### config.mk
export PLATFORM = sky130hd
export DESIGN_NAME = dsp_exec
export DESIGN_NICKNAME = d
export VERILOG_FILES = /design/src/verilog/dsp_exec_pkg.sv /design/src/verilog/dsp_exec.sv
export VERILOG_INCLUDE_DIRS = /design/src /design/src/verilog
export SDC_FILE = /design/constraint.sdc
export NUM_CORES = 2
export LEC_CHECK = 0
export BUFFER_PORTS_ARGS = -buffer_cell sky130_fd_sc_hd__buf_2
export CAP_MARGIN = 0
export CORE_MARGIN = 1
export CORE_UTILIZATION = 55
export DETAILED_ROUTE_END_ITERATION = 10
export PLACE_DENSITY_LB_ADDON = 0.25
export SYNTH_ARGS = -nofsm -noshare
export SYNTH_HDL_FRONTEND = slang
export SYNTH_SLANG_ARGS = --single-unit
### constraint.sdc
create_clock -name CLOCK -period 6.7 [get_ports CLOCK]
set_clock_uncertainty 0.15 [all_clocks]
set_input_delay 0.335 -clock CLOCK [delete_from_list [all_inputs] [get_ports CLOCK]]
set_output_delay 0.335 -clock CLOCK [all_outputs]
set_load 0.1 [all_outputs]
### src/verilog/dsp_exec_consts.svh
// How it works
// RQ1: Repeated correlation multiplies data sample by program coefficient, accumulating to 48 bits.
// RQ2: Each tap takes three cycles; n taps take three times (repeat count plus two).
// RQ3: Software names an even pointer; the odd partner addresses the coefficient buffer.
// RQ4: Software issues correlation only as the target of a repeat instruction.
// RQ5: Interrupts stay pending while the repeated correlation runs.
// RQ6: Between taps add circular step when tag set, else post-increment if coded.
// RQ7: Result is written into three consecutive accumulators from the selected one.
// RQ8: Loop close with count zero or positive decrements it and jumps after loop open.
// RQ9: Loop close with negative count does nothing, advances PC by one, exits.
// RQ10: Loop close decrement step is 1 or 2, default 1.
// RQ11: Interrupts held since loop open are released at loop close, by priority.
// RQ12: Loop close adds only one cycle of overhead per iteration.
// RQ13: Word sign fill applies pointer pre-modification before writing the accumulator.
// RQ14: Word sign fill copies sign flag into all 16 bits; flags unchanged.
// RQ15: String sign fill targets the next accumulator with 16 copies of the sign.
// RQ16: String sign fill ignores string count, runs once, keeps carry and zero.
// RQ17: Software avoids string sign fill on all-zero strings, using word fill instead.
// RQ18: Tap count is repeat count plus two; interrupts masked from sequence start.
`ifndef DSP_EXEC_CONSTS_SVH
`define DSP_EXEC_CONSTS_SVH

`define OFS_CTRL       8'h00
`define OFS_LOOP_COUNT 8'h04
`define OFS_CIRC_STEP  8'h08
`define OFS_PTR_EVEN   8'h0c
`define OFS_PTR_ODD    8'h10
`define OFS_STATUS     8'h14
`define OFS_ACC_PTR    8'h18
`define OFS_ACC_BASE   8'h40
`define OFS_ACC_LAST   8'h7c

`define CTRL_TAG_BIT   0
`define STAT_BUSY_BIT  0
`define STAT_SIGN_BIT  1
`define STAT_CARRY_BIT 2
`define STAT_ZERO_BIT  3

`define RST_WORD       16'h0000
`define TAP_CYCLES     3
`define TAP_EXTRA      2

`endif

### src/verilog/dsp_exec_pkg.sv
package dsp_exec_pkg;

    typedef enum logic [2:0] {
        OP_NONE        = 3'h0,
        OP_CORRELATE   = 3'h1,
        OP_LOOP_OPEN   = 3'h2,
        OP_LOOP_CLOSE  = 3'h3,
        OP_WORD_FILL   = 3'h4,
        OP_STRING_FILL = 3'h5
    } op_t;

    typedef enum logic [3:0] {
        ST_IDLE = 4'b0001,
        ST_ADDR = 4'b0010,
        ST_MULT = 4'b0100,
        ST_ACC  = 4'b1000
    } corr_state_t;

    typedef enum logic [1:0] {
        PM_NONE = 2'h0,
        PM_INC  = 2'h1,
        PM_DEC  = 2'h2
    } premod_t;

endpackage : dsp_exec_pkg

### src/verilog/dsp_exec.sv
// Implementation choices: the APB interface to the registers and the register offsets.
`timescale 1ns/10ps
`default_nettype none
`include "dsp_exec_consts.svh"

module dsp_exec #(
    parameter int RPT_W = 8
) (
    input  wire logic             CLOCK,
    input  wire logic             RST,
    input  wire logic             PSEL,
    input  wire logic             PENABLE,
    input  wire logic             PWRITE,
    input  wire logic [7:0]       PADDR,
    input  wire logic [31:0]      PWDATA,
    output logic      [31:0]      PRDATA,
    output logic                  PREADY,
    output logic                  PSLVERR,
    input  wire logic             INSTR_VALID,
    output logic                  INSTR_READY,
    input  wire logic [2:0]       INSTR_OP,
    input  wire logic [1:0]       INSTR_PTR_SEL,
    input  wire logic             INSTR_POSTINC,
    input  wire logic             INSTR_STEP2,
    input  wire logic [1:0]       INSTR_PREMOD,
    input  wire logic [RPT_W-1:0] INSTR_REPEAT,
    input  wire logic [15:0]      PC_IN,
    input  wire logic [15:0]      LOOP_START_PC,
    output logic      [15:0]      DMEM_ADDR,
    input  wire logic [15:0]      DMEM_RDATA,
    output logic      [15:0]      PMEM_ADDR,
    input  wire logic [15:0]      PMEM_RDATA,
    output logic                  PC_LOAD,
    output logic      [15:0]      PC_TARGET,
    output logic                  INSTR_DONE,
    output logic                  IRQ_HOLD,
    output logic                  IRQ_RELEASE
);

    // ------------------------------------------------------------
    // State
    // ------------------------------------------------------------
    dsp_exec_pkg::corr_state_t state_r;
    logic [15:0]      acc_r [16];
    logic [3:0]       acc_ptr_r [4];
    logic [15:0]      loop_count_reg_r;
    logic [15:0]      circular_step_reg_r;
    logic [15:0]      ptr_even_r;
    logic [15:0]      ptr_odd_r;
    logic             tag_r;
    logic             sign_flag_r;
    logic             carry_flag_r;
    logic             zero_flag_r;
    logic             loop_hold_r;
    logic [RPT_W:0]   taps_left_r;
    logic [RPT_W:0]   taps_r;
    logic             postinc_r;
    logic [3:0]       corr_acc_r;
    logic [31:0]      product_r;
    logic [47:0]      sum_r;
    logic [47:0]      sum_nxt;
    logic [3:0]       fill_ptr_nxt;
    logic             take;
    logic             apb_wr;
    logic             apb_setup;
    logic             corr_last;
    dsp_exec_pkg::op_t op;

    function automatic logic [3:0] premod(input logic [3:0] p, input logic [1:0] m);
        logic [3:0] r;
        r = p;
        if (m == dsp_exec_pkg::PM_INC) begin
            r = p + 4'h1;
        end else if (m == dsp_exec_pkg::PM_DEC) begin
            r = p - 4'h1;
        end
        return r;
    endfunction : premod

    assign op           = dsp_exec_pkg::op_t'(INSTR_OP);
    assign INSTR_READY  = (state_r == dsp_exec_pkg::ST_IDLE);
    assign take         = INSTR_VALID && INSTR_READY;
    assign apb_setup    = PSEL && !PENABLE;
    assign apb_wr       = PSEL && PENABLE && PWRITE;
    assign corr_last    = (state_r == dsp_exec_pkg::ST_ACC) && (taps_left_r == {{RPT_W{1'b0}}, 1'b1});
    assign sum_nxt      = sum_r + {{16{product_r[31]}}, product_r};                                // RQ1
    assign fill_ptr_nxt = premod(acc_ptr_r[INSTR_PTR_SEL], INSTR_PREMOD);                        // RQ13
    assign DMEM_ADDR    = ptr_even_r;
    assign PMEM_ADDR    = ptr_odd_r;                                                              // RQ3
    // Held from the accepting edge on, so nothing slips in at the start.
    assign IRQ_HOLD     = (state_r != dsp_exec_pkg::ST_IDLE) || loop_hold_r;                      // RQ5 RQ18
    assign PREADY       = 1'b1;

    // ------------------------------------------------------------
    // Correlation sequencer
    // ------------------------------------------------------------
    always_ff @(posedge CLOCK) begin
        if (RST) begin
            state_r     <= dsp_exec_pkg::ST_IDLE;
            taps_left_r <= '0;
            taps_r      <= '0;
            postinc_r   <= 1'b0;
            corr_acc_r  <= 4'h0;
            product_r   <= 32'h0000_0000;
            sum_r       <= 48'h0000_0000_0000;
        end else begin
            unique case (state_r)
                dsp_exec_pkg::ST_IDLE: begin
                    if (take && op == dsp_exec_pkg::OP_CORRELATE) begin
                        taps_left_r <= {1'b0, INSTR_REPEAT} + (RPT_W+1)'(`TAP_EXTRA);          // RQ18
                        taps_r      <= {1'b0, INSTR_REPEAT} + (RPT_W+1)'(`TAP_EXTRA);
                        postinc_r   <= INSTR_POSTINC;
                        corr_acc_r  <= acc_ptr_r[INSTR_PTR_SEL];
                        sum_r       <= 48'h0000_0000_0000;
                        state_r     <= dsp_exec_pkg::ST_ADDR;
                    end
                end
                dsp_exec_pkg::ST_ADDR: begin
                    state_r <= dsp_exec_pkg::ST_MULT;                                            // RQ2
                end
                dsp_exec_pkg::ST_MULT: begin
                    product_r <= 32'($signed(DMEM_RDATA) * $signed(PMEM_RDATA));                 // RQ1
                    state_r   <= dsp_exec_pkg::ST_ACC;
                end
                dsp_exec_pkg::ST_ACC: begin
                    sum_r       <= sum_nxt;
                    taps_left_r <= taps_left_r - (RPT_W+1)'(1);
                    state_r     <= corr_last ? dsp_exec_pkg::ST_IDLE : dsp_exec_pkg::ST_ADDR;    // RQ2
                end
            endcase
        end
    end

    // ------------------------------------------------------------
    // Address pointers and loop registers
    // ------------------------------------------------------------
    always_ff @(posedge CLOCK) begin
        if (RST) begin
            ptr_even_r          <= `RST_WORD;
            ptr_odd_r           <= `RST_WORD;
            circular_step_reg_r <= `RST_WORD;
            loop_count_reg_r    <= `RST_WORD;
            tag_r               <= 1'b0;
        end else begin
            if (state_r == dsp_exec_pkg::ST_ACC) begin
                ptr_odd_r <= ptr_odd_r + 16'h0001;
                if (tag_r) begin
                    ptr_even_r <= ptr_even_r + circular_step_reg_r;                              // RQ6
                end else if (postinc_r) begin
                    ptr_even_r <= ptr_even_r + 16'h0001;                                         // RQ6
                end
            end else if (apb_wr && PADDR == `OFS_PTR_EVEN) begin
                ptr_even_r <= PWDATA[15:0];
            end else if (apb_wr && PADDR == `OFS_PTR_ODD) begin
                ptr_odd_r <= PWDATA[15:0];
            end
            // The loop count update from the instruction stream beats a software write.
            if (take && op == dsp_exec_pkg::OP_LOOP_CLOSE && !loop_count_reg_r[15]) begin
                loop_count_reg_r <= loop_count_reg_r - (INSTR_STEP2 ? 16'h0002 : 16'h0001);      // RQ8 RQ10
            end else if (apb_wr && PADDR == `OFS_LOOP_COUNT) begin
                loop_count_reg_r <= PWDATA[15:0];
            end
            if (apb_wr && PADDR == `OFS_CIRC_STEP) begin
                circular_step_reg_r <= PWDATA[15:0];
            end
            if (apb_wr && PADDR == `OFS_CTRL) begin
                tag_r <= PWDATA[`CTRL_TAG_BIT];
            end
        end
    end

    // ------------------------------------------------------------
    // Program flow and interrupt holding
    // ------------------------------------------------------------
    always_ff @(posedge CLOCK) begin
        if (RST) begin
            PC_LOAD     <= 1'b0;
            PC_TARGET   <= `RST_WORD;
            INSTR_DONE  <= 1'b0;
            IRQ_RELEASE <= 1'b0;
            loop_hold_r <= 1'b0;
        end else begin
            PC_LOAD     <= 1'b0;
            IRQ_RELEASE <= 1'b0;
            INSTR_DONE  <= corr_last || (take && op != dsp_exec_pkg::OP_CORRELATE && op != dsp_exec_pkg::OP_NONE);
            if (take && op == dsp_exec_pkg::OP_LOOP_OPEN) begin
                loop_hold_r <= 1'b1;
            end
            if (take && op == dsp_exec_pkg::OP_LOOP_CLOSE) begin
                // Single-cycle decision: the jump costs one cycle, not a full branch.
                PC_LOAD     <= 1'b1;                                                             // RQ12
                PC_TARGET   <= loop_count_reg_r[15] ? PC_IN + 16'h0001 : LOOP_START_PC;          // RQ8 RQ9
                loop_hold_r <= 1'b0;                                                             // RQ11
                IRQ_RELEASE <= 1'b1;                                                             // RQ11
            end
        end
    end

    // ------------------------------------------------------------
    // Accumulators, pointers and flags
    // ------------------------------------------------------------
    always_ff @(posedge CLOCK) begin
        if (RST) begin
            for (int i = 0; i < 16; i++) begin
                acc_r[i] <= `RST_WORD;
            end
            for (int i = 0; i < 4; i++) begin
                acc_ptr_r[i] <= 4'h0;
            end
        end else begin
            if (apb_wr && PADDR >= `OFS_ACC_BASE && PADDR <= `OFS_ACC_LAST && PADDR[1:0] == 2'h0) begin
                acc_r[PADDR[5:2]] <= PWDATA[15:0];
            end
            if (apb_wr && PADDR == `OFS_ACC_PTR) begin
                for (int i = 0; i < 4; i++) begin
                    acc_ptr_r[i] <= PWDATA[4*i +: 4];
                end
            end
            if (corr_last) begin
                acc_r[corr_acc_r]        <= sum_nxt[15:0];                                       // RQ7
                acc_r[corr_acc_r + 4'h1] <= sum_nxt[31:16];                                      // RQ7
                acc_r[corr_acc_r + 4'h2] <= sum_nxt[47:32];                                      // RQ7
            end
            if (take && op == dsp_exec_pkg::OP_WORD_FILL) begin
                acc_ptr_r[INSTR_PTR_SEL] <= fill_ptr_nxt;                                        // RQ13
                acc_r[fill_ptr_nxt]      <= {16{sign_flag_r}};                                   // RQ14
            end
            // Runs once whatever the string count; the addressed word plus one is filled.
            if (take && op == dsp_exec_pkg::OP_STRING_FILL) begin
                acc_r[acc_ptr_r[INSTR_PTR_SEL] + 4'h1] <= {16{sign_flag_r}};                     // RQ15 RQ16
            end
        end
    end

    // Flags move only by software; the fill instructions leave them as they were.
    always_ff @(posedge CLOCK) begin
        if (RST) begin
            sign_flag_r  <= 1'b0;
            carry_flag_r <= 1'b0;
            zero_flag_r  <= 1'b0;
        end else if (apb_wr && PADDR == `OFS_STATUS) begin
            sign_flag_r  <= PWDATA[`STAT_SIGN_BIT];
            carry_flag_r <= PWDATA[`STAT_CARRY_BIT];
            zero_flag_r  <= PWDATA[`STAT_ZERO_BIT];
        end
    end

    // ------------------------------------------------------------
    // APB read path
    // ------------------------------------------------------------
    always_ff @(posedge CLOCK) begin
        if (RST) begin
            PRDATA  <= 32'h0000_0000;
            PSLVERR <= 1'b0;
        end else if (apb_setup) begin
            PSLVERR <= 1'b0;
            PRDATA  <= 32'h0000_0000;
            if (PADDR >= `OFS_ACC_BASE && PADDR <= `OFS_ACC_LAST && PADDR[1:0] == 2'h0) begin
                PRDATA <= {16'h0000, acc_r[PADDR[5:2]]};
            end else begin
                unique case (PADDR)
                    `OFS_CTRL:       PRDATA <= {31'h0, tag_r};
                    `OFS_LOOP_COUNT: PRDATA <= {16'h0000, loop_count_reg_r};
                    `OFS_CIRC_STEP:  PRDATA <= {16'h0000, circular_step_reg_r};
                    `OFS_PTR_EVEN:   PRDATA <= {16'h0000, ptr_even_r};
                    `OFS_PTR_ODD:    PRDATA <= {16'h0000, ptr_odd_r};
                    `OFS_STATUS:     PRDATA <= {28'h0, zero_flag_r, carry_flag_r, sign_flag_r, !INSTR_READY};
                    `OFS_ACC_PTR:    PRDATA <= {16'h0000, acc_ptr_r[3], acc_ptr_r[2], acc_ptr_r[1], acc_ptr_r[0]};
                    default:         PSLVERR <= 1'b1;
                endcase
            end
        end
    end

    // ------------------------------------------------------------
    // Checks
    // ------------------------------------------------------------
    logic [15:0] busy_cnt_r;
    always_ff @(posedge CLOCK) begin
        if (RST || state_r == dsp_exec_pkg::ST_IDLE) begin
            busy_cnt_r <= 16'h0000;
        end else begin
            busy_cnt_r <= busy_cnt_r + 16'h0001;
        end
    end

    corr_length_a: assert property (@(posedge CLOCK) disable iff (RST) // RQ2
        corr_last |-> (busy_cnt_r + 16'h0001) == 16'(`TAP_CYCLES * taps_r))
        else $error("correlation length is not three cycles per tap");

    tap_order_a: assert property (@(posedge CLOCK) disable iff (RST) // RQ2
        state_r == dsp_exec_pkg::ST_ADDR |=> state_r == dsp_exec_pkg::ST_MULT ##1 state_r == dsp_exec_pkg::ST_ACC)
        else $error("tap does not run address, multiply, accumulate");

    irq_held_a: assert property (@(posedge CLOCK) disable iff (RST) // RQ5
        state_r != dsp_exec_pkg::ST_IDLE |-> IRQ_HOLD)
        else $error("interrupts not held during correlation");

    circ_step_a: assert property (@(posedge CLOCK) disable iff (RST) // RQ6
        (state_r == dsp_exec_pkg::ST_ACC && tag_r) |=> ptr_even_r == $past(ptr_even_r) + $past(circular_step_reg_r))
        else $error("circular step not added to even pointer");

    result_write_a: assert property (@(posedge CLOCK) disable iff (RST) // RQ7
        corr_last |=> acc_r[$past(corr_acc_r) + 4'h2] == $past(sum_nxt[47:32]))
        else $error("upper result word not in third accumulator");

    loop_back_a: assert property (@(posedge CLOCK) disable iff (RST) // RQ8
        (take && op == dsp_exec_pkg::OP_LOOP_CLOSE && !loop_count_reg_r[15])
        |=> PC_LOAD && PC_TARGET == $past(LOOP_START_PC)
            && loop_count_reg_r == $past(loop_count_reg_r) - ($past(INSTR_STEP2) ? 16'h0002 : 16'h0001))
        else $error("loop close did not jump back and decrement");

    loop_exit_a: assert property (@(posedge CLOCK) disable iff (RST) // RQ9
        (take && op == dsp_exec_pkg::OP_LOOP_CLOSE && loop_count_reg_r[15])
        |=> PC_TARGET == $past(PC_IN) + 16'h0001 && IRQ_RELEASE)
        else $error("loop exit did not advance by one");

    word_fill_a: assert property (@(posedge CLOCK) disable iff (RST) // RQ14
        (take && op == dsp_exec_pkg::OP_WORD_FILL)
        |=> acc_r[$past(fill_ptr_nxt)] == {16{sign_flag_r}} && $stable(carry_flag_r))
        else $error("word sign fill wrong");

    string_fill_a: assert property (@(posedge CLOCK) disable iff (RST) // RQ15
        (take && op == dsp_exec_pkg::OP_STRING_FILL)
        |=> acc_r[$past(acc_ptr_r[INSTR_PTR_SEL]) + 4'h1] == {16{sign_flag_r}} && INSTR_DONE)
        else $error("string sign fill wrong");

    // Software may write STATUS in the same cycle; only the instruction itself is held to this.
    string_flags_a: assert property (@(posedge CLOCK) disable iff (RST) // RQ16
        (take && op == dsp_exec_pkg::OP_STRING_FILL && !apb_wr)
        |=> $stable(carry_flag_r) && $stable(zero_flag_r))
        else $error("string sign fill changed carry or zero");

    premod_inc_a: assert property (@(posedge CLOCK) disable iff (RST) // RQ13
        (take && op == dsp_exec_pkg::OP_WORD_FILL && INSTR_PREMOD == dsp_exec_pkg::PM_INC && !apb_wr)
        |=> acc_ptr_r[$past(INSTR_PTR_SEL)] == $past(acc_ptr_r[INSTR_PTR_SEL]) + 4'h1)
        else $error("accumulator pointer not pre-incremented");

    corr_run_c: cover property (@(posedge CLOCK) disable iff (RST) corr_last && tag_r);
    loop_back_c: cover property (@(posedge CLOCK) disable iff (RST) PC_LOAD && loop_hold_r == 1'b0);
    fill_c: cover property (@(posedge CLOCK) disable iff (RST) take && op == dsp_exec_pkg::OP_STRING_FILL);
    loop_exit_c: cover property (@(posedge CLOCK) disable iff (RST) PC_LOAD && IRQ_RELEASE && PC_TARGET != LOOP_START_PC);
    word_fill_c: cover property (@(posedge CLOCK) disable iff (RST) take && op == dsp_exec_pkg::OP_WORD_FILL);

endmodule : dsp_exec
`default_nettype wire

* After elaboration in Yosys (flattened, before gate mapping)
Memories as Yosys holds them, arrays and structs flattened. Cells that the tools add are included. Widths: inputs -> output; s select.
Storage, ports and cells: bits in registers 218, RAM bits 272, output and inout bits 87, memories 2
Operators by class: add/sub/neg operators 12, multipliers 1, order comparisons 2, eq/ne operators 23, multiplexer cells 64, bitwise operators 4, reductions and logical operators 49
Memory list:
- acc_r | depth 16, width 16, rd ports 1, clocked after Yosys merged registers in 0, wr ports 16, RTL line dsp_exec.sv:44 | logic [15:0] acc_r [16];
- acc_ptr_r | depth 4, width 4, rd ports 5, clocked after Yosys merged registers in 0, wr ports 5, RTL line dsp_exec.sv:45 | logic [3:0] acc_ptr_r [4];
Operator list (number):
- $mux 16 | 17
- $pmux 16 s7 | 1
- $pmux 48 s2 | 1
- $reduce_or 16->1 | 6
- $mux 4 | 13
- $add 16x1->16 const B | 3
- $add 48x48->48 | 1
- $mux 48 | 1
- $mul 16x16->32 | 1
- $mux 1 | 26
- $logic_and 1x1->1 | 25
- $eq 8x5->1 const B | 3
- $pmux 9 s2 | 1
- $add 16x16->16 | 1
- $eq 8x4->1 const B | 2
- $pmux 4 s4 | 1
- $sub 16x2->16 | 1
- $add 8x2->9 const B | 1
- $eq 9x1->1 const B | 1
- $mux 9 | 1
- $sub 9x1->9 const B | 1
- $add 4x1->4 const B | 2
- $eq 8x3->1 const B | 1
- $ge 8x7->1 const B | 1
- other kinds (28) | 43

* Depth between registers and ports, before layout
word-level depth 10, gate-level depth with buffers 25, gate-level depth less buffers 23

* Least setup slack after synthesis
No wires, ideal clock.
path type input to register, from in DMEM_RDATA[15], to reg product_r[31], setup time 0.086 ns, arrival 6.220 ns, required time 6.464 ns, slack 0.244 ns, stages on the path 25, path buffers 2, cells stage by stage clkbuf_1 > nand2_1 > inv_1 > fa_1 > inv_1 > fa_1 > fa_1 > inv_1 > fa_1 > fa_1 > inv_1 > fa_1 > inv_1 > ha_1 > clkbuf_1 > a21o_1 > a21o_1 > a211o_1 > a21oi_1 > o31ai_1 > a221oi_1 > o31ai_1 > o41ai_1 > xnor2_1 > a211oi_1
Between the ends: word-level cells in the longest chain between the ends 1
RTL lines:
- from (decl) | RTL line dsp_exec.sv:30 | input wire logic [15:0] DMEM_RDATA,
- $mul 16x16->32 | RTL line dsp_exec.sv:122 | product_r <= 32'($signed(DMEM_RDATA) * $signed(PMEM_RDATA));
- to (signal assigned) | RTL line dsp_exec.sv:122
- to (decl) | RTL line dsp_exec.sv:59 | logic [31:0] product_r;
No other way between the ends. A chain may end at the register's enable or synchronous reset.

* Worst setup path in the final report
from in PMEM_RDATA[4], to reg product_r[24]
Between the ends: word-level cells in the longest chain between the ends 1
RTL lines:
- from (decl) | RTL line dsp_exec.sv:32 | input wire logic [15:0] PMEM_RDATA,
- $mul 16x16->32 | RTL line dsp_exec.sv:122
No other way between the ends.

==> flow_metrics.tcl <==
set metrics [dict create \
    ant_nets 0 \
    multi_input_area_um2 26800 \
    syn_area_um2 41700 \
    min_path_type "in2reg" \
    mostFrequentLayoutCells "nand2_1, o21ai_0, a21oi_1" \
    grt_pass1_wl_um 217000 \
    synth-edff-count 272 \
    wire_per_inst_um 24.0 \
    cp-startpoint "PMEM_RDATA[4]" \
    drt-pass1-iter-count 10 \
    nets 5410 \
    clkTransAtPathRegs_ps 60 \
    die_area_um2 76800 \
    slew_violations 0 \
    fin_ws_ps 674 \
    ctsRootBufferMaster "clkbuf_16" \
    die_w_um 277 \
    cts_sinks 474 \
    dpl.hpwl_um 102000 \
    initial_utilization_pct 55.8 \
    synth-warning-count 0 \
    hold_violations 0 \
    layout.cells.non_filler 5884 \
    core_area_um2 74700 \
    syn_to_final_growth_pct 9.49 \
    largestRegisters "acc_r (256), sum_r (48), product_r (32)" \
    vias_per_cell 6.60 \
    yosys.cell_types.count 86 \
    postCtsSetupBuffers 0 \
    power.leakage_nw 17.9 \
    drive_above_1_share_pct 11.8 \
    tightest_slew_ps 1420 \
    synthFlopType "edfxtp_1" \
    worstSetupEndpointType "flop" \
    largest_reg_flops 256 \
    critPathArrivalTime_ps 6370 \
    clkLatencyLatePin_ps 640 \
    fin_setup_tns_ps 0 \
    numPortBuffers 180 \
    grt_pass1_vias 37458 \
    overflow 0 \
    ctsResizeCount 0 \
    worst-path-max-fanout 10 \
    synthCells 4830 \
    drtIter0Drc 5721 \
    place.gp.congestion 1.06 \
    startpoint_type "primary input" \
    vias 38840 \
    wl_um 141000 \
    cts.path.max_buffers 3 \
    final_common_cell "nand2_1" \
    grt_max_degree 74 \
    dpl.cell_count 5751 \
    cts_tree "built" \
    ys_ff_latch 474 \
    holdCritStartpoint "LOOP_START_PC[6]" \
    grtUsageTotal_pct 36.5 \
    finalSetupViolCount 0 \
    rsz0062_at_grt "false" \
    post-route-min-period_ps 6030 \
    preCtsSetupSlack_ps 103 \
    cellPowerDensity_nw_per_um2 336 \
    async_flop_share_pct 0 \
    numCtsBuffers 55 \
    final-seq-area_um2 12200 \
    max_freq_mhz 166 \
    max_slew_margin_pct 5.24 \
    cts_max_level 2 \
    route.detailed.drc 0 \
    yosysSeqAreaShare_pct 29.3 \
    period_share_pct 89.9 \
    max_cap_violations 0 \
    vdd_drop_max_v 0.000841 \
    r2r_start "acc_ptr_r[2][0]" \
    holdWs_ps 13.2 \
    status "complete, no violations" \
    row_count 100 \
    die_h_um 277 \
    critPathRequiredTime_ps 7040 \
    regMostFlops "acc_r" \
    num-fill-cells 6354 \
    pin_count 214 \
    antenna_found_initial 13 \
    crit_type "in2reg" \
    cts_hold_buf 25 \
    syn_area_per_cell_um2 8.62 \
]
[kinds of logic (layout without fill, tap and decap cells)]
family	count (synthesis)	in the layout	share of synthesized area, %
AND/OR/NAND/NOR	1530	1530	17.0
AO/OA/AOI/OAI	1419	1419	20.9
buffers and inverters	722	787	6.81
flip-flops	474	474	29.3
adder cells (fa/ha/maj)	419	419	17.4
multiplexers	142	142	5.97
XOR/XNOR	122	122	2.57
other	2	22	0.0180
[path summary, 6_finish.rpt]
kind                    to  slack [ps]  cells past startpoint
min           PC_TARGET[6]          10                      5
min reg2reg  product_r[17]         310                      2
max          product_r[24]         670                     21
max reg2reg    acc_r[1][2]        1540                     11
[per-layer routing]
metal | up-vias | part of all wire (%) | track usage, %
li1 | 17287 | - | -
met1 | 18477 | 37 | 47.4
met2 | 2606 | 44 | 57.0
met3 | 456 | 13 | 8.41
met4 | 14 | 5.9 | 19.0
met5 | - | 0.055 | 0
[cell usage after synthesis (17+ instances only)]
library cell	instances	area, um2
buf_1	19	71.3
o21ai_1	27	135
nor3_1	54	270
and3_1	28	175
buf_4	19	143
nor4_1	19	119
nand2b_1	30	188
xnor2_1	81	709
fa_1	265	5310
nor2_1	378	1420
ha_1	154	1930
o211ai_1	212	1590
buf_2	39	195
nor2b_1	23	144
a21o_1	54	405
mux2i_1	45	450
a31oi_1	29	181
a21oi_1	398	1990
inv_1	319	1200
nand2_1	490	1840
a211oi_1	103	773
a22oi_1	25	188
o22ai_1	24	150
xor2_1	41	359
mux4_2	84	1890
dfxtp_1	202	4040
nand3_1	272	1360
edfxtp_1	272	8170
nand4_1	23	144
and2_1	152	951
o21ai_0	403	2020
a311oi_1	17	149
clkbuf_1	324	1220
[cell type report]
cell class | count | share of cell area [%]
antenna | 5 | 0.0274
clock buffer | 72 | 3.41
clock inverter | 31 | 0.598
inverter | 320 | 2.63
multi-input combinational | 3649 | 58.7
sequential | 474 | 26.8
tap | 969 | 2.66
timing repair buffer | 364 | 5.17
[stage by stage]
step / power, mW / utilization, % / instance area (um2)
final: 15.3 / 61.1 / 45600
after global routing: 16.8 / 61.1 / 45600
after CTS: 15.3 / 61.0 / 45600
after detailed placement: 12.2 / 58.3 / 43500
after global placement: 12.1 / 58.3 / 43500
after floorplan: 10.1 / - / 41700
[critical path, cell delays in order]
cell and delay (ps):
buf_2 170, buf_4 180, and2_1 180, fa_1 550
inv_1 50, fa_1 390, fa_1 530, fa_1 540
inv_1 50, fa_1 500, fa_1 420, ha_1 350
a21o_1 180, a21o_1 170, a211oi_1 290, a21oi_1 180
o31ai_1 570, nand2b_1 110, a21oi_1 200, nor4_1 70
a311o_1 350
[power by group]
group	switching [mW]	total [mW]	internal (mW)
Combinational	5.04	9.00	3.96
Sequential	0.0458	3.20	3.15
Clock	1.35	3.10	1.76
Note: power is estimated with default switching activity, not from simulation.
